==> src/design/flash_spc_pkg.sv <==
/*
  flash_spc_pkg: register map, field positions, operation codes and timing
  constants for the flash self-programming controller.
  assumes: a single 50 MHz clock domain and a plain strobe register port.
*/
package flash_spc_pkg;
  localparam int unsigned ADDR_W          = 4;
  // register map (word addresses)
  localparam logic [3:0]  OFF_CTRL        = 4'h0;  // flash_operation_control
  localparam logic [3:0]  OFF_KEY         = 4'h1;  // flash_unlock_key
  localparam logic [3:0]  OFF_TABLE_PAGE  = 4'h2;
  localparam logic [3:0]  OFF_EFF_ADDR    = 4'h3;
  localparam logic [3:0]  OFF_TBL_LOW     = 4'h4;  // table_write_low / table_read_low
  localparam logic [3:0]  OFF_TBL_HIGH    = 4'h5;  // table_write_high / table_read_high
  localparam logic [3:0]  OFF_STATUS      = 4'h6;
  localparam logic [3:0]  OFF_TRIM        = 4'h7;
  // control fields
  localparam int unsigned CTL_GO          = 15;
  localparam int unsigned CTL_EN          = 14;
  localparam int unsigned CTL_ERR         = 13;
  localparam int unsigned CTL_ERASE       = 6;
  localparam logic [15:0] CTL_RESET       = 16'h0000;
  localparam logic [15:0] CTL_IMPL_MASK   = 16'hE04F;
  // table access write data: bit 16 byte mode, bit 17 byte select
  localparam int unsigned TBL_BYTE_MODE   = 16;
  localparam int unsigned TBL_BYTE_SEL    = 17;
  // unlock keys
  localparam logic [7:0]  KEY_FIRST       = 8'h55;
  localparam logic [7:0]  KEY_SECOND      = 8'hAA;
  // operation codes
  localparam logic [3:0]  OP_BULK         = 4'hF;
  localparam logic [3:0]  OP_RSVD_E       = 4'hE;
  localparam logic [3:0]  OP_GENSEG       = 4'hD;
  localparam logic [3:0]  OP_SECSEG       = 4'hC;
  localparam logic [3:0]  OP_RSVD_B       = 4'hB;
  localparam logic [3:0]  OP_WORD         = 4'h3;
  localparam logic [3:0]  OP_PAGE         = 4'h2;
  localparam logic [3:0]  OP_ROW          = 4'h1;
  localparam logic [3:0]  OP_CFG          = 4'h0;
  // array geometry
  localparam int unsigned ROW_INSTR       = 64;
  localparam int unsigned PAGE_ROWS       = 8;
  localparam int unsigned ROW_BYTES       = 192;
  localparam int unsigned PAGE_BYTES      = 1536;
  // timing: internal_fast_rc nominal rate, row write cycles
  localparam int unsigned FRC_KHZ         = 7370;
  localparam int unsigned MCLK_KHZ        = 50000;
  localparam int unsigned ROW_FRC_CYC     = 11064;
  localparam int unsigned TRIM_W          = 6;
  // flash array command codes
  typedef enum logic [2:0] {
    FCMD_NONE  = 3'h0,
    FCMD_BULK  = 3'h1,
    FCMD_SEG   = 3'h2,
    FCMD_PAGE  = 3'h3,
    FCMD_CFGE  = 3'h4,
    FCMD_WORD  = 3'h5,
    FCMD_ROW   = 3'h6,
    FCMD_CFGP  = 3'h7
  } fcmd_e;
endpackage

==> src/design/frc_tick_gen.sv <==
/*
  frc_tick_gen: makes a one-cycle enable at the trimmed internal_fast_rc
  rate from the master clock by phase accumulation.
  assumes: trim is a signed code worth 1/256 of the step per count, stable during operations.
*/
`timescale 1ns/100ps
module frc_tick_gen
  import flash_spc_pkg::*;
#(
  parameter int unsigned ACC_W = 16
) (
  input  wire logic              i_mclk,
  input  wire logic              i_nrst,
  input  wire logic [TRIM_W-1:0] i_trim,
  output logic                   o_tick
);
  localparam logic [ACC_W-1:0] STEP = ACC_W'((longint'(FRC_KHZ) << ACC_W) / MCLK_KHZ);

  if (ACC_W < 12 || FRC_KHZ >= MCLK_KHZ) begin : g_bad_cfg
    $error("frc_tick_gen: bad configuration");
  end

  logic [ACC_W-1:0] acc_r;
  logic [ACC_W:0]   sum;
  logic [ACC_W-1:0] step;

  // trim nudges step by 1/256 per count; sign-extended code
  always_comb begin
    step = STEP + ACC_W'({{(ACC_W-TRIM_W){i_trim[TRIM_W-1]}}, i_trim}) * ACC_W'(STEP >> 8);
    sum  = {1'b0, acc_r} + {1'b0, step};
  end

  always_ff @(posedge i_mclk or negedge i_nrst) begin
    if (!i_nrst) begin
      acc_r  <= '0;
      o_tick <= 1'b0;
    end else begin
      acc_r  <= sum[ACC_W-1:0];
      o_tick <= sum[ACC_W];
    end
  end
endmodule // frc_tick_gen

==> src/design/flash_self_program_ctrl.sv <==
/*
  flash_self_program_ctrl: run-time self-programming controller. cpu side is a
  strobe register port carrying control, unlock key and table accesses; array
  side is a command/address/data port with a busy handshake-free timer.
  assumes: i_nrst is power-on reset only; cpu honours o_cpu_stall.
*/
`timescale 1ns/100ps
// Overview of operation
// - table address is table page bits on top of the effective address
// - low table accesses hit program word bits 15:0, word or byte
// - high table accesses hit program word bits 23:16, word or byte
// - array rows hold 64 instructions, 192 bytes
// - erase takes one eight-row page; program takes one row or one word
// - pages align on 1536 bytes, rows on 192 bytes from address zero
// - 64-entry holding buffer filled in order from one aligned group
// - table write only changes the buffer, two instruction cycles
// - cpu stalls while an erase or program runs
// - operations timed in trimmed fast rc cycles, row write 11064
// - go bit starts operation, hardware clears it, software cannot clear
// - key register is 8-bit write-only, upper byte reads zero
// - enable bit zero blocks all program and erase operations
// - error flag set on improper attempt or early end; clear on success; only refused starts set it here
// - erase bit picks erase or program meaning of operation field
// - erase codes: bulk, general, secure segment, page, config byte
// - program codes: word, row, config byte; others do nothing
// - codes 1110 and 1011 reserved; unlisted codes unimplemented
// - control bits reset to zero on power-on reset only
// - control bits 12..7 and 5..4 read zero
module flash_self_program_ctrl
  import flash_spc_pkg::*;
#(
  parameter int unsigned ROW_CYC   = ROW_FRC_CYC,
  parameter int unsigned WORD_CYC  = 1550,
  parameter int unsigned PAGE_CYC  = 10285,
  parameter int unsigned BULK_CYC  = 40000,
  parameter int unsigned BUF_DEPTH = ROW_INSTR
) (
  input  wire logic              i_mclk,
  input  wire logic              i_nrst,
  input  wire logic [ADDR_W-1:0] i_addr,
  input  wire logic [17:0]       i_wdata,
  input  wire logic              i_wr,
  input  wire logic              i_rd,
  output logic [15:0]            o_rdata,
  output logic                   o_cpu_stall,
  output logic [2:0]             o_fl_cmd,
  output logic                   o_fl_start,
  output logic [23:0]            o_fl_addr,
  output logic [23:0]            o_fl_wdata,
  output logic [5:0]             o_fl_buf_idx,
  output logic                   o_fl_rd,
  input  wire logic [23:0]       i_fl_rdata
);
  // slot decode and alignment use fixed address bits, so geometry must match
  if (BUF_DEPTH != ROW_INSTR) begin : g_bad_depth
    $error("holding buffer must be one row");
  end
  if (ROW_CYC == 0 || WORD_CYC == 0 || PAGE_CYC == 0 || BULK_CYC == 0) begin : g_bad_timing
    $error("zero timing");
  end
  if (ROW_BYTES != ROW_INSTR * 3 || PAGE_BYTES != ROW_BYTES * PAGE_ROWS) begin : g_bad_geometry
    $error("row and page sizes disagree");
  end

  typedef enum logic [1:0] {
    ST_IDLE = 2'b00,
    ST_RUN  = 2'b01,
    ST_DONE = 2'b11
  } state_e;

  // operation decode shared by start and timing paths
  function automatic fcmd_e decode_op(input logic erase, input logic [3:0] op);
    fcmd_e c;
    c = FCMD_NONE;
    if (erase) begin
      unique case (op)
        OP_BULK:   c = FCMD_BULK;
        OP_GENSEG: c = FCMD_SEG;
        OP_SECSEG: c = FCMD_SEG;
        OP_PAGE:   c = FCMD_PAGE;
        OP_CFG:    c = FCMD_CFGE;
        default:   c = FCMD_NONE;
      endcase
    end else begin
      unique case (op)
        OP_WORD:   c = FCMD_WORD;
        OP_ROW:    c = FCMD_ROW;
        OP_CFG:    c = FCMD_CFGP;
        default:   c = FCMD_NONE;
      endcase
    end
    return c;
  endfunction

  function automatic logic [31:0] op_cycles(input fcmd_e c);
    logic [31:0] n;
    n = 32'(WORD_CYC);
    unique case (c)
      FCMD_ROW:  n = 32'(ROW_CYC);
      FCMD_PAGE: n = 32'(PAGE_CYC);
      FCMD_BULK: n = 32'(BULK_CYC);
      FCMD_SEG:  n = 32'(BULK_CYC);
      default:   n = 32'(WORD_CYC);
    endcase
    return n;
  endfunction

  // register state
  logic              go_r;
  logic              en_r;
  logic              err_r;
  logic              erase_r;
  logic [3:0]        op_r;
  logic [7:0]        table_page_r;
  logic [15:0]       eff_addr_r;
  logic [TRIM_W-1:0] trim_r;
  logic              key1_r;
  logic              armed_r;
  state_e            state_r;
  fcmd_e             cmd_r;
  logic [31:0]       cnt_r;
  logic [5:0]        fill_r;
  logic [16:0]       group_r;
  logic              group_ok_r;
  logic              buf_busy_r;
  logic [23:0]       hold_mem [BUF_DEPTH];
  logic [15:0]       rdata_r;

  logic        wr_ctrl;
  logic        wr_key;
  logic        wr_low;
  logic        wr_high;
  logic        go_req;
  logic        start_ok;
  logic        frc_tick;
  logic [23:0] tbl_addr;
  logic [5:0]  slot;
  fcmd_e       dec_cmd;
  logic        op_launch;

  assign wr_ctrl  = i_wr && (i_addr == OFF_CTRL) && !o_cpu_stall;
  assign wr_key   = i_wr && (i_addr == OFF_KEY) && !o_cpu_stall;
  assign wr_low   = i_wr && (i_addr == OFF_TBL_LOW) && !o_cpu_stall;
  assign wr_high  = i_wr && (i_addr == OFF_TBL_HIGH) && !o_cpu_stall;
  assign tbl_addr = {table_page_r, eff_addr_r};
  assign slot     = eff_addr_r[6:1]; // two address units per instruction
  assign go_req   = wr_ctrl && i_wdata[CTL_GO] && !go_r;
  assign dec_cmd  = decode_op(i_wdata[CTL_ERASE], i_wdata[3:0]);
  // enable must already stand in the register; go and enable in one write is refused
  // row program also needs a full, single-group buffer
  assign start_ok = armed_r && en_r && i_wdata[CTL_EN] && (dec_cmd != FCMD_NONE)
                    && (dec_cmd != FCMD_ROW || (fill_r == 6'h3F && group_ok_r));
  assign o_cpu_stall = (state_r == ST_RUN) || buf_busy_r;
  assign op_launch   = (state_r == ST_IDLE) && go_req && start_ok;

  frc_tick_gen #(
    .ACC_W (16)
  ) u_frc (
    .i_mclk (i_mclk),
    .i_nrst (i_nrst),
    .i_trim (trim_r),
    .o_tick (frc_tick)
  );

  // unlock sequence: keys must be consecutive writes
  // reads leave the sequence alone; only accepted writes move it
  always_ff @(posedge i_mclk or negedge i_nrst) begin
    if (!i_nrst) begin
      key1_r  <= 1'b0;
      armed_r <= 1'b0;
    end else if (i_wr && !o_cpu_stall) begin
      key1_r  <= wr_key && (i_wdata[7:0] == KEY_FIRST);
      armed_r <= key1_r && wr_key && (i_wdata[7:0] == KEY_SECOND);
    end
  end

  // control register; only power-on reset clears it
  always_ff @(posedge i_mclk or negedge i_nrst) begin
    if (!i_nrst) begin
      {go_r, en_r, err_r, erase_r, op_r} <= 8'h00;
    end else begin
      if (wr_ctrl && !go_r) begin
        en_r    <= i_wdata[CTL_EN];
        erase_r <= i_wdata[CTL_ERASE];
        op_r    <= i_wdata[3:0];
        if (!i_wdata[CTL_ERR]) err_r <= 1'b0;
      end
      if (go_req) begin
        go_r  <= start_ok;
        err_r <= !start_ok; // set wins over clear
      end
      if (state_r == ST_DONE) begin
        go_r  <= 1'b0;
        err_r <= 1'b0;
      end
    end
  end

  // other software registers
  always_ff @(posedge i_mclk or negedge i_nrst) begin
    if (!i_nrst) begin
      table_page_r <= 8'h00;
      eff_addr_r   <= 16'h0000;
      trim_r       <= '0;
    end else if (i_wr && !o_cpu_stall) begin
      if (i_addr == OFF_TABLE_PAGE) table_page_r <= i_wdata[7:0];
      if (i_addr == OFF_EFF_ADDR) eff_addr_r <= i_wdata[15:0];
      if (i_addr == OFF_TRIM) trim_r <= i_wdata[TRIM_W-1:0];
    end
  end

  // holding buffer fill; writes take two cycles by stalling one
  always_ff @(posedge i_mclk or negedge i_nrst) begin
    if (!i_nrst) begin
      fill_r     <= 6'h00;
      group_r    <= 17'h00000;
      group_ok_r <= 1'b0;
      buf_busy_r <= 1'b0;
    end else begin
      buf_busy_r <= wr_low || wr_high;
      if (wr_high) begin
        fill_r <= slot; // sequential check by slot tracking
        // address bit 6 lies inside the row, so the group is bits 23:7
        if (slot == 6'h00) begin
          group_r    <= tbl_addr[23:7];
          group_ok_r <= 1'b1;
        end else if (tbl_addr[23:7] != group_r || slot != fill_r + 6'h01) begin
          group_ok_r <= 1'b0;
        end
      end
      if (state_r == ST_DONE) begin
        fill_r     <= 6'h00;
        group_ok_r <= 1'b0;
      end
    end
  end

  always_ff @(posedge i_mclk) begin
    if (wr_low) begin
      if (i_wdata[TBL_BYTE_MODE]) begin
        if (i_wdata[TBL_BYTE_SEL]) hold_mem[slot][15:8] <= i_wdata[7:0];
        else hold_mem[slot][7:0] <= i_wdata[7:0];
      end else begin
        hold_mem[slot][15:0] <= i_wdata[15:0];
      end
    end
    if (wr_high && !(i_wdata[TBL_BYTE_MODE] && i_wdata[TBL_BYTE_SEL])) begin
      hold_mem[slot][23:16] <= i_wdata[7:0]; // phantom byte dropped
    end
  end

  // operation sequencer
  always_ff @(posedge i_mclk or negedge i_nrst) begin
    if (!i_nrst) begin
      state_r <= ST_IDLE;
      cmd_r   <= FCMD_NONE;
      cnt_r   <= 32'h0;
    end else begin
      unique case (state_r)
        ST_IDLE: begin
          if (op_launch) begin
            state_r <= ST_RUN;
            cmd_r   <= dec_cmd;
            cnt_r   <= op_cycles(dec_cmd);
          end
        end
        // run time follows the trim code because only fast rc ticks count
        ST_RUN: begin
          if (frc_tick) begin
            cnt_r <= cnt_r - 32'h1;
            if (cnt_r == 32'h1) state_r <= ST_DONE;
          end
        end
        ST_DONE: state_r <= ST_IDLE;
        default: state_r <= ST_IDLE;
      endcase
    end
  end

  // array side: command and aligned target, launched with the start pulse
  always_ff @(posedge i_mclk or negedge i_nrst) begin
    if (!i_nrst) begin
      o_fl_cmd   <= 3'h0;
      o_fl_start <= 1'b0;
      o_fl_addr  <= 24'h0;
    end else begin
      o_fl_start <= op_launch;
      if (op_launch) begin
        o_fl_cmd <= dec_cmd;
        unique case (dec_cmd)
          FCMD_PAGE: o_fl_addr <= 24'(tbl_addr - tbl_addr % 24'(PAGE_BYTES / 3 * 2));
          FCMD_ROW:  o_fl_addr <= {tbl_addr[23:7], 7'h00};
          default:   o_fl_addr <= tbl_addr;
        endcase
      end
    end
  end

  // row words leave in step with their index so the array can pair them
  always_ff @(posedge i_mclk or negedge i_nrst) begin
    if (!i_nrst) begin
      o_fl_wdata   <= 24'h0;
      o_fl_buf_idx <= 6'h00;
    end else if (op_launch) begin
      o_fl_buf_idx <= 6'h00;
      o_fl_wdata   <= (dec_cmd == FCMD_ROW) ? hold_mem[6'h00] : hold_mem[slot];
    end else if ((state_r == ST_RUN) && (cmd_r == FCMD_ROW)) begin
      o_fl_buf_idx <= o_fl_buf_idx + 6'h01;
      o_fl_wdata   <= hold_mem[o_fl_buf_idx + 6'h01];
    end else begin
      o_fl_buf_idx <= 6'h00;
    end
  end

  assign o_fl_rd = i_rd && (i_addr == OFF_TBL_LOW || i_addr == OFF_TBL_HIGH);

  // read port; data one cycle later
  always_ff @(posedge i_mclk or negedge i_nrst) begin
    if (!i_nrst) begin
      rdata_r <= 16'h0000;
    end else if (i_rd) begin
      unique case (i_addr)
        OFF_CTRL:       rdata_r <= {go_r, en_r, err_r, 6'h00, erase_r, 2'b00, op_r};
        OFF_KEY:        rdata_r <= 16'h0000;
        OFF_TABLE_PAGE: rdata_r <= {8'h00, table_page_r};
        OFF_EFF_ADDR:   rdata_r <= eff_addr_r;
        // table reads pass straight through; the array answers in the strobe cycle
        OFF_TBL_LOW:    rdata_r <= i_fl_rdata[15:0];
        OFF_TBL_HIGH:   rdata_r <= {8'h00, i_fl_rdata[23:16]};
        OFF_STATUS:     rdata_r <= {7'h00, armed_r, group_ok_r, 1'b0, fill_r};
        OFF_TRIM:       rdata_r <= {10'h000, trim_r};
        default:        rdata_r <= 16'h0000;
      endcase
    end
  end
  assign o_rdata = rdata_r;
endmodule // flash_self_program_ctrl

==> config.mk <==
export PLATFORM = sky130hd
export DESIGN_NAME = flash_self_program_ctrl
export DESIGN_NICKNAME = d
export VERILOG_FILES = /design/src/design/flash_spc_pkg.sv /design/src/design/frc_tick_gen.sv /design/src/design/flash_self_program_ctrl.sv
export SDC_FILE = /design/constraint.sdc
export NUM_CORES = 2
export LEC_CHECK = 0
export BUFFER_PORTS_ARGS = -buffer_cell sky130_fd_sc_hd__buf_2
export CAP_MARGIN = 20
export CORE_UTILIZATION = 57
export CTS_CLUSTER_DIAMETER = 60
export DETAILED_ROUTE_END_ITERATION = 10
export PLACE_DENSITY_LB_ADDON = 0.12
export SLEW_MARGIN = 20
export SYNTH_ARGS = -nofsm -noshare
export SYNTH_HDL_FRONTEND = slang
export SYNTH_SLANG_ARGS = --single-unit
export TNS_END_PERCENT = 1
==> constraint.sdc <==
create_clock -name i_mclk -period 4.3 [get_ports i_mclk]
set_clock_uncertainty 0.1 [all_clocks]
set_input_delay 0.215 -clock i_mclk [delete_from_list [all_inputs] [get_ports i_mclk]]
set_output_delay 0.215 -clock i_mclk [all_outputs]
set_load 0.01 [all_outputs]
# Word-level counts from Yosys, hierarchy flattened
# Memory sizes are Yosys's and may differ from the RTL's.
# Cells that the tools add are included.
# op_classes
addsub	6
n_mul	1
n_div	0
magnitude_cmp	0
n_eq_ne	31
n_shift	0
muxes	45
n_bitwise	2
reduce_logical	57
# ops
operator	count
$pmux W16 S7	1
$mux W24	3
$mux W32	2
$pmux W32 S2	1
$pmux W16 S3	1
$pmux W24 S2	1
$eq A32 B1 Y1 const B	1
$sub A32 B1 Y32 const B	1
$logic_and A1 B1 Y1	26
$mux W6	4
$sub A24 B10 Y24	1
$mux W1	23
$add A16 B16 Y17	1
$ne A17 B17 Y1	1
$add A14 B16 Y16 const A	1
$eq A4 B2 Y1 const B	4
$eq A4 B3 Y1 const B	4
$mux W8	2
$reduce_and A2 Y1	7
$mul A6 B7 Y13 const B	1
$add A6 B1 Y6 const B	2
$eq A4 B4 Y1 const B	3
$pmux W3 S4	1
$pmux W3 S3	1
27 further kinds	49
# totals
register_bits	193
latchBits	0
mem_bits_rw	1536
romBits	0
inputBits	50
out_inout_bits	76
memories	1
# mem_list
name	words	word_bits	rd	rd_clocked_by_memory_dff	write_ports	line	text
hold_mem	64	24	3	0	1	flash_self_program_ctrl.sv:126	logic [23:0] hold_mem [BUF_DEPTH];

# Depth between registers and ports, before layout
# logic_depth
ltp_word	10
ltp_mapped	18

# Modules after synthesis
# From an unflattened synthesis, not the netlist that was laid out.
# unflattened
cells_unflattened	5525
hier_area_um2	82588.0
# by_module_without_submodules
module	n_inst	cells_each	area_per_inst_um2	seq_area_each_um2
flash_self_program_ctrl	1	5308	80572.3	50528.5
frc_tick_gen	1	217	2015.7	425.4

# Worst setup path before layout
# OpenSTA, ideal clock, no wires.
# synth_path
path_type	reg2reg
from	reg trim_r[0]
to	reg u_frc.acc_r[15]
setup_time_ns	0.147
t_arrival_ns	4.069
required_time_ns	4.053
setup_slack_ns	-0.017
path_stages_with_launch	18
n_path_buf	0
path_cell_list	dfrtp_1 -> ha_1 -> ha_1 -> fa_1 -> ha_1 -> fa_1 -> a21o_1 -> a21oi_1 -> xnor2_1 -> o21ai_0 -> and2_1 -> o21bai_1 -> ha_1 -> a21oi_1 -> nor3_1 -> a21oi_1 -> o311a_1 -> o311ai_0
# synth_via
elab_chain_len	3
# synth_rtl
item	line	text
start, declared	flash_self_program_ctrl.sv:116	logic [TRIM_W-1:0] trim_r;
start signal, assigned	flash_self_program_ctrl.sv:208	if (i_addr == OFF_TRIM) trim_r <= i_wdata[TRIM_W-1:0];
$mul A6 B7 Y13	frc_tick_gen.sv:29	step = STEP + ACC_W'({{(ACC_W-TRIM_W){i_trim[TRIM_W-1]}}, i_trim}) * ACC_W'(STEP >> 8);
$add A14 B16 Y16	frc_tick_gen.sv:29	
$add A16 B16 Y17	frc_tick_gen.sv:30	sum = {1'b0, acc_r} + {1'b0, step};
net u_frc.sum[15]	frc_tick_gen.sv:24	logic [ACC_W:0] sum;
end signal, assigned	frc_tick_gen.sv:38	acc_r <= sum[ACC_W-1:0];
end, declared	frc_tick_gen.sv:23	logic [ACC_W-1:0] acc_r;
# The timed path passes the listed nets, and every way through them passes these cells.
# A chain may end at the register's enable or synchronous reset.

# Worst setup path after layout
# layout_path
from	reg trim_r[3]
to	reg u_frc.acc_r[15]
# Same word-level chain as after synthesis.

==> Implementation_results.wiki <==
{| class="wikitable"
! Metric !! Value
|-
| Result of the run || completed
|-
| Number of synthesized flops with an enable pin || 1,536
|-
| Family with the most delay on the worst path || adder cells
|-
| Max-Slew Margin vs Limit || 0.217
|-
| Setup crit start kind || flop
|-
| Crit path max fanout || 3
|-
| GRT overflow || 0
|-
| Nets@finish || between 5,000 and 6,000
|-
| Count of maximum capacitance violations || 0
|-
| Setup slack after placement || -0.123 ns
|-
| Minimum period implied by the final worst setup slack || between 4 and 5 ns
|-
| First-pass GRT wire length || slightly below 400 mm
|-
| Die X-Extent || between 300 and 400 um
|-
| Mean post-synth cell area || between 10 and 15 um^2
|-
| Via count of the first global-routing pass || ~56,000
|-
| Actual transition at the worst max-transition pin || 1.16 ns
|-
| Placement row count || ~140
|-
| Yosys warns || 0
|-
| HPWL after detailed placement || approximately 180 mm
|-
| Clock sinks || 1,729
|-
| Max clock buf depth || 3
|-
| First-pass detailed-route iteration total || 9
|-
| Per-cell via count in the routed design || approximately 7.4
|-
| Count of antenna-violating nets left after detailed routing || 0
|-
| Leakage || roughly 0.030 uW
|-
| Post-route design area || between 90,000 and 100,000 um^2
|-
| Maximum number of pins on one net before global-route repair || 130
|-
| Portion of the clock cycle consumed by the worst path in the final layout || 0.966
|-
| Clock-pin slew of the registers on the worst-case setup and hold paths || about 0.06 ns
|-
| Iteration-0 DRC Markers || 10,000
|-
| Type of the worst setup path || flop to flop
|-
| H-tree depth reported by CTS || 4
|-
| Worst min-delay path category || input port to async pin
|-
| Slowest stage cell on the critical path || dfrtp_1
|-
| Final setup vio count || 0
|-
| Total die area || approximately 140,000 um^2
|-
| Leading cell types by total area after synthesis || edfxtp_1 (58%), mux4_2 (11%), a22oi_1 (6.1%)
|-
| Initial antenna violation count || 21
|-
| Share of flip-flops with an asynchronous set or reset after synthesis || 0.112
|-
| Post-synthesis cell area || approximately 80,000 um^2
|-
| Die height || about 380 um
|-
| Fin Hold WS || 0.0237 ns
|-
| Series of cell instances along the critical path || ha_4 > ha_4 > fa_1 > ha_2 > fa_2 > a21o_1 > a21oi_2 > xnor2_2 > o21ai_2 > buf_4 > a21oi_2 > xnor2_1 > ha_1 > nand2_1 > buf_4 > o311a_1 > o311ai_2
|-
| Starting density of the core || 0.578
|-
| Insertion delay to the later sink of the worst-skew pair || approximately 0.81 ns
|-
| Proportion of synthesized chip area in sequential cells || 0.638
|-
| Buffers and inverters on the worst path || 2
|-
| Count of distinct cell types in the synthesized netlist || between 80 and 90
|-
| Cell area after placement || 85,200 um^2
|-
| Critical Path End Type || flop
|-
| Syn Nets || 5,529
|-
| Most frequently used flop master after synthesis || edfxtp_1
|-
| Placer's final routability congestion estimate || between 1 and 1.5
|-
| Clock tree from TritonCTS || done
|-
| DRT Wirelength || 279 mm
|-
| Synthesis-to-finish area growth || 15.0%
|-
| Final slew viol count || 0
|-
| Cell type with the highest aggregate area in the netlist || edfxtp_1
|-
| Via total after detailed routing || between 50,000 and 60,000
|-
| Top-level I/O count || roughly 130
|-
| Power density over the cells || 373 nW/um^2
|-
| Required time at the worst-slack endpoint || between 4 and 5 ns
|-
| Data arrival time of the critical path || around 4.8 ns
|-
| Final-report hold violation count || 0
|-
| FMAX || between 200 and 250 MHz
|-
| Tot GR Track Use || 0.393
|-
| Master cell of the clock root buffer || clkbuf_16
|-
| Placeable core region || 138,000 um^2
|-
| Yosys reg bits || about 1,700
|-
| Post-synthesis instance total || roughly 5,400
|-
| Worst vdd ir || around 350 uV
|-
| Post-route total power || around 34,000 uW
|-
| Total clock buffers created by CTS || roughly 180
|-
| Crit-path max cell delay || 0.43 ns
|-
| Fraction of final layout cells with drive strength greater than 1 || 0.233
|-
| Routed WL per cell || approximately 36 um
|-
| Synth top area share || 0.578
|-
| Final critical-path setup slack || around 0.15 ns
|-
| Input/output buffers || roughly 130
|-
| Number of DRC violations after detailed routing || 0
|}
==> worst reg2reg max path: cells and delay by family, from the launching register on <==
family,cells,cell delay [ns]
flip-flops,1,0.43
AND/OR/NAND/NOR,1,0.08
buffers and inverters,2,0.30
XOR/XNOR,2,0.26
AO/OA/AOI/OAI,6,1.07
adder cells (fa/ha/maj),6,1.80
==> repair_timing <==
| action | CTS | global route |
|---|---|---|
| resized for setup | 9 | 30 |
| endpoints found under the setup margin | 5 | 6 |
| hold buffers | 63 | 0 |
| endpoints found under the hold margin | 213 | 0 |
| pin swaps | 4 | 21 |
| setup buffers | 1 | 3 |
| cloned | 0 | 0 |
==> sequential cells by signal, summed over array words and instances, names as in the netlist, 6 cells and up <==
register	cells
cnt_r	32
eff_addr_r	16
fill_r	6
group_r	17
hold_mem	1536
o_fl_addr	24
o_fl_buf_idx	6
o_fl_wdata	24
o_rdata	16
table_page_r	8
trim_r	6
u_frc.acc_r	16
==> routing by layer <==
| metal | vias to the layer above | track usage | wire (um) |
|---|---|---|---|
| met3 | 938 | 0.143 | 45100 |
| met5 | - | 0 | 170 |
| met2 | 5134 | 0.581 | 123000 |
| met1 | 29000 | 0.516 | 94300 |
| li1 | 23000 | - | - |
| met4 | 26 | 0.192 | 16300 |
==> synthesized netlist by cell type, drive strengths merged, types with 73 or more instances <==
library cell	n
edfxtp	1536
a22oi	644
nand2	578
mux4	389
nor2	285
buf	260
dfrtp	193
clkbuf	179
nand4	145
nand3	121
a21oi	93
o21ai	89
a41oi	84
mux2	73
==> cell type report <==
class	count	area, um^2
Sequential cell	1729	51000
Fill cell	9777	46300
Multi-Input combinational cell	3214	27200
Timing Repair Buffer	650	5420
Clock buffer	229	4790
Tap cell	1863	2330
Clock inverter	105	940
Inverter	46	174
Antenna cell	8	20.0
==> cell families after synthesis <==
| group | after synthesis | share of synthesized area |
|---|---|---|
| adders and majority gates | 51 | 0.00837 |
| AOI/OAI and AO/OA | 1234 | 0.114 |
| DFF | 1729 | 0.638 |
| xor gates and xnor gates | 75 | 0.00823 |
| muxes | 500 | 0.125 |
| buffers and inverters | 485 | 0.0266 |
| and+or+nand+nor | 1354 | 0.0797 |
==> through the flow <==
stage,utilization,setup TNS (ns),cells
floorplan,-,0,5428
global placement,0.617,-0.259,7435
detailed placement,0.617,-0.336,7435
CTS,0.663,0,7833
global route,0.664,-0.102,7836
finish,0.665,0,7844
==> power breakdown <==
group | internal [uW] | leakage, uW | total [uW] | switching, uW
clock network | 8580 | 0.00280 | 15300 | 6690
registers | 18300 | 0.0163 | 18300 | 9.09
logic | 154 | 0.0110 | 681 | 527
==> worst paths after layout <==
path,start,endpoint,slack (ns),depth (start not counted)
hold reg to reg,o_fl_addr[3],o_fl_addr[3],0.36,2
min in group i_mclk,i_wdata[6],o_fl_addr[9],0.06,4
setup / recovery,trim_r[3],u_frc.acc_r[15],0.15,17
setup reg to reg,trim_r[3],u_frc.acc_r[15],0.15,17
hold / removal,i_nrst,u_frc.acc_r[8],0.02,2
max in group asynchronous,i_nrst,cnt_r[27],3.02,3
==> layout by cell type (no fill, tap or decap), drive strengths merged, types with 17 or more instances in the layout <==
cell type,netlist,routed
a221oi,50,50
mux2,73,73
edfxtp,1536,1536
o22ai,24,24
xor2,35,35
nor2,285,285
a41oi,84,84
a22o,46,46
ha,47,47
mux4,389,389
dlygate4sd3,0,63
nor4,42,42
a211oi,30,30
nand2,578,578
a31oi,35,35
nor3,44,44
a22oi,644,644
nand4,145,145
dfrtp,193,193
clkbuf,179,229
o21ai,89,89
xnor2,40,40
a31o,17,17
inv,44,52
a21oi,93,93
nand3,121,121
and3,35,35
clkinv,2,86
o211ai,18,18
mux2i,38,38
buf,260,587
Note: power is estimated with default switching activity, not from simulation.
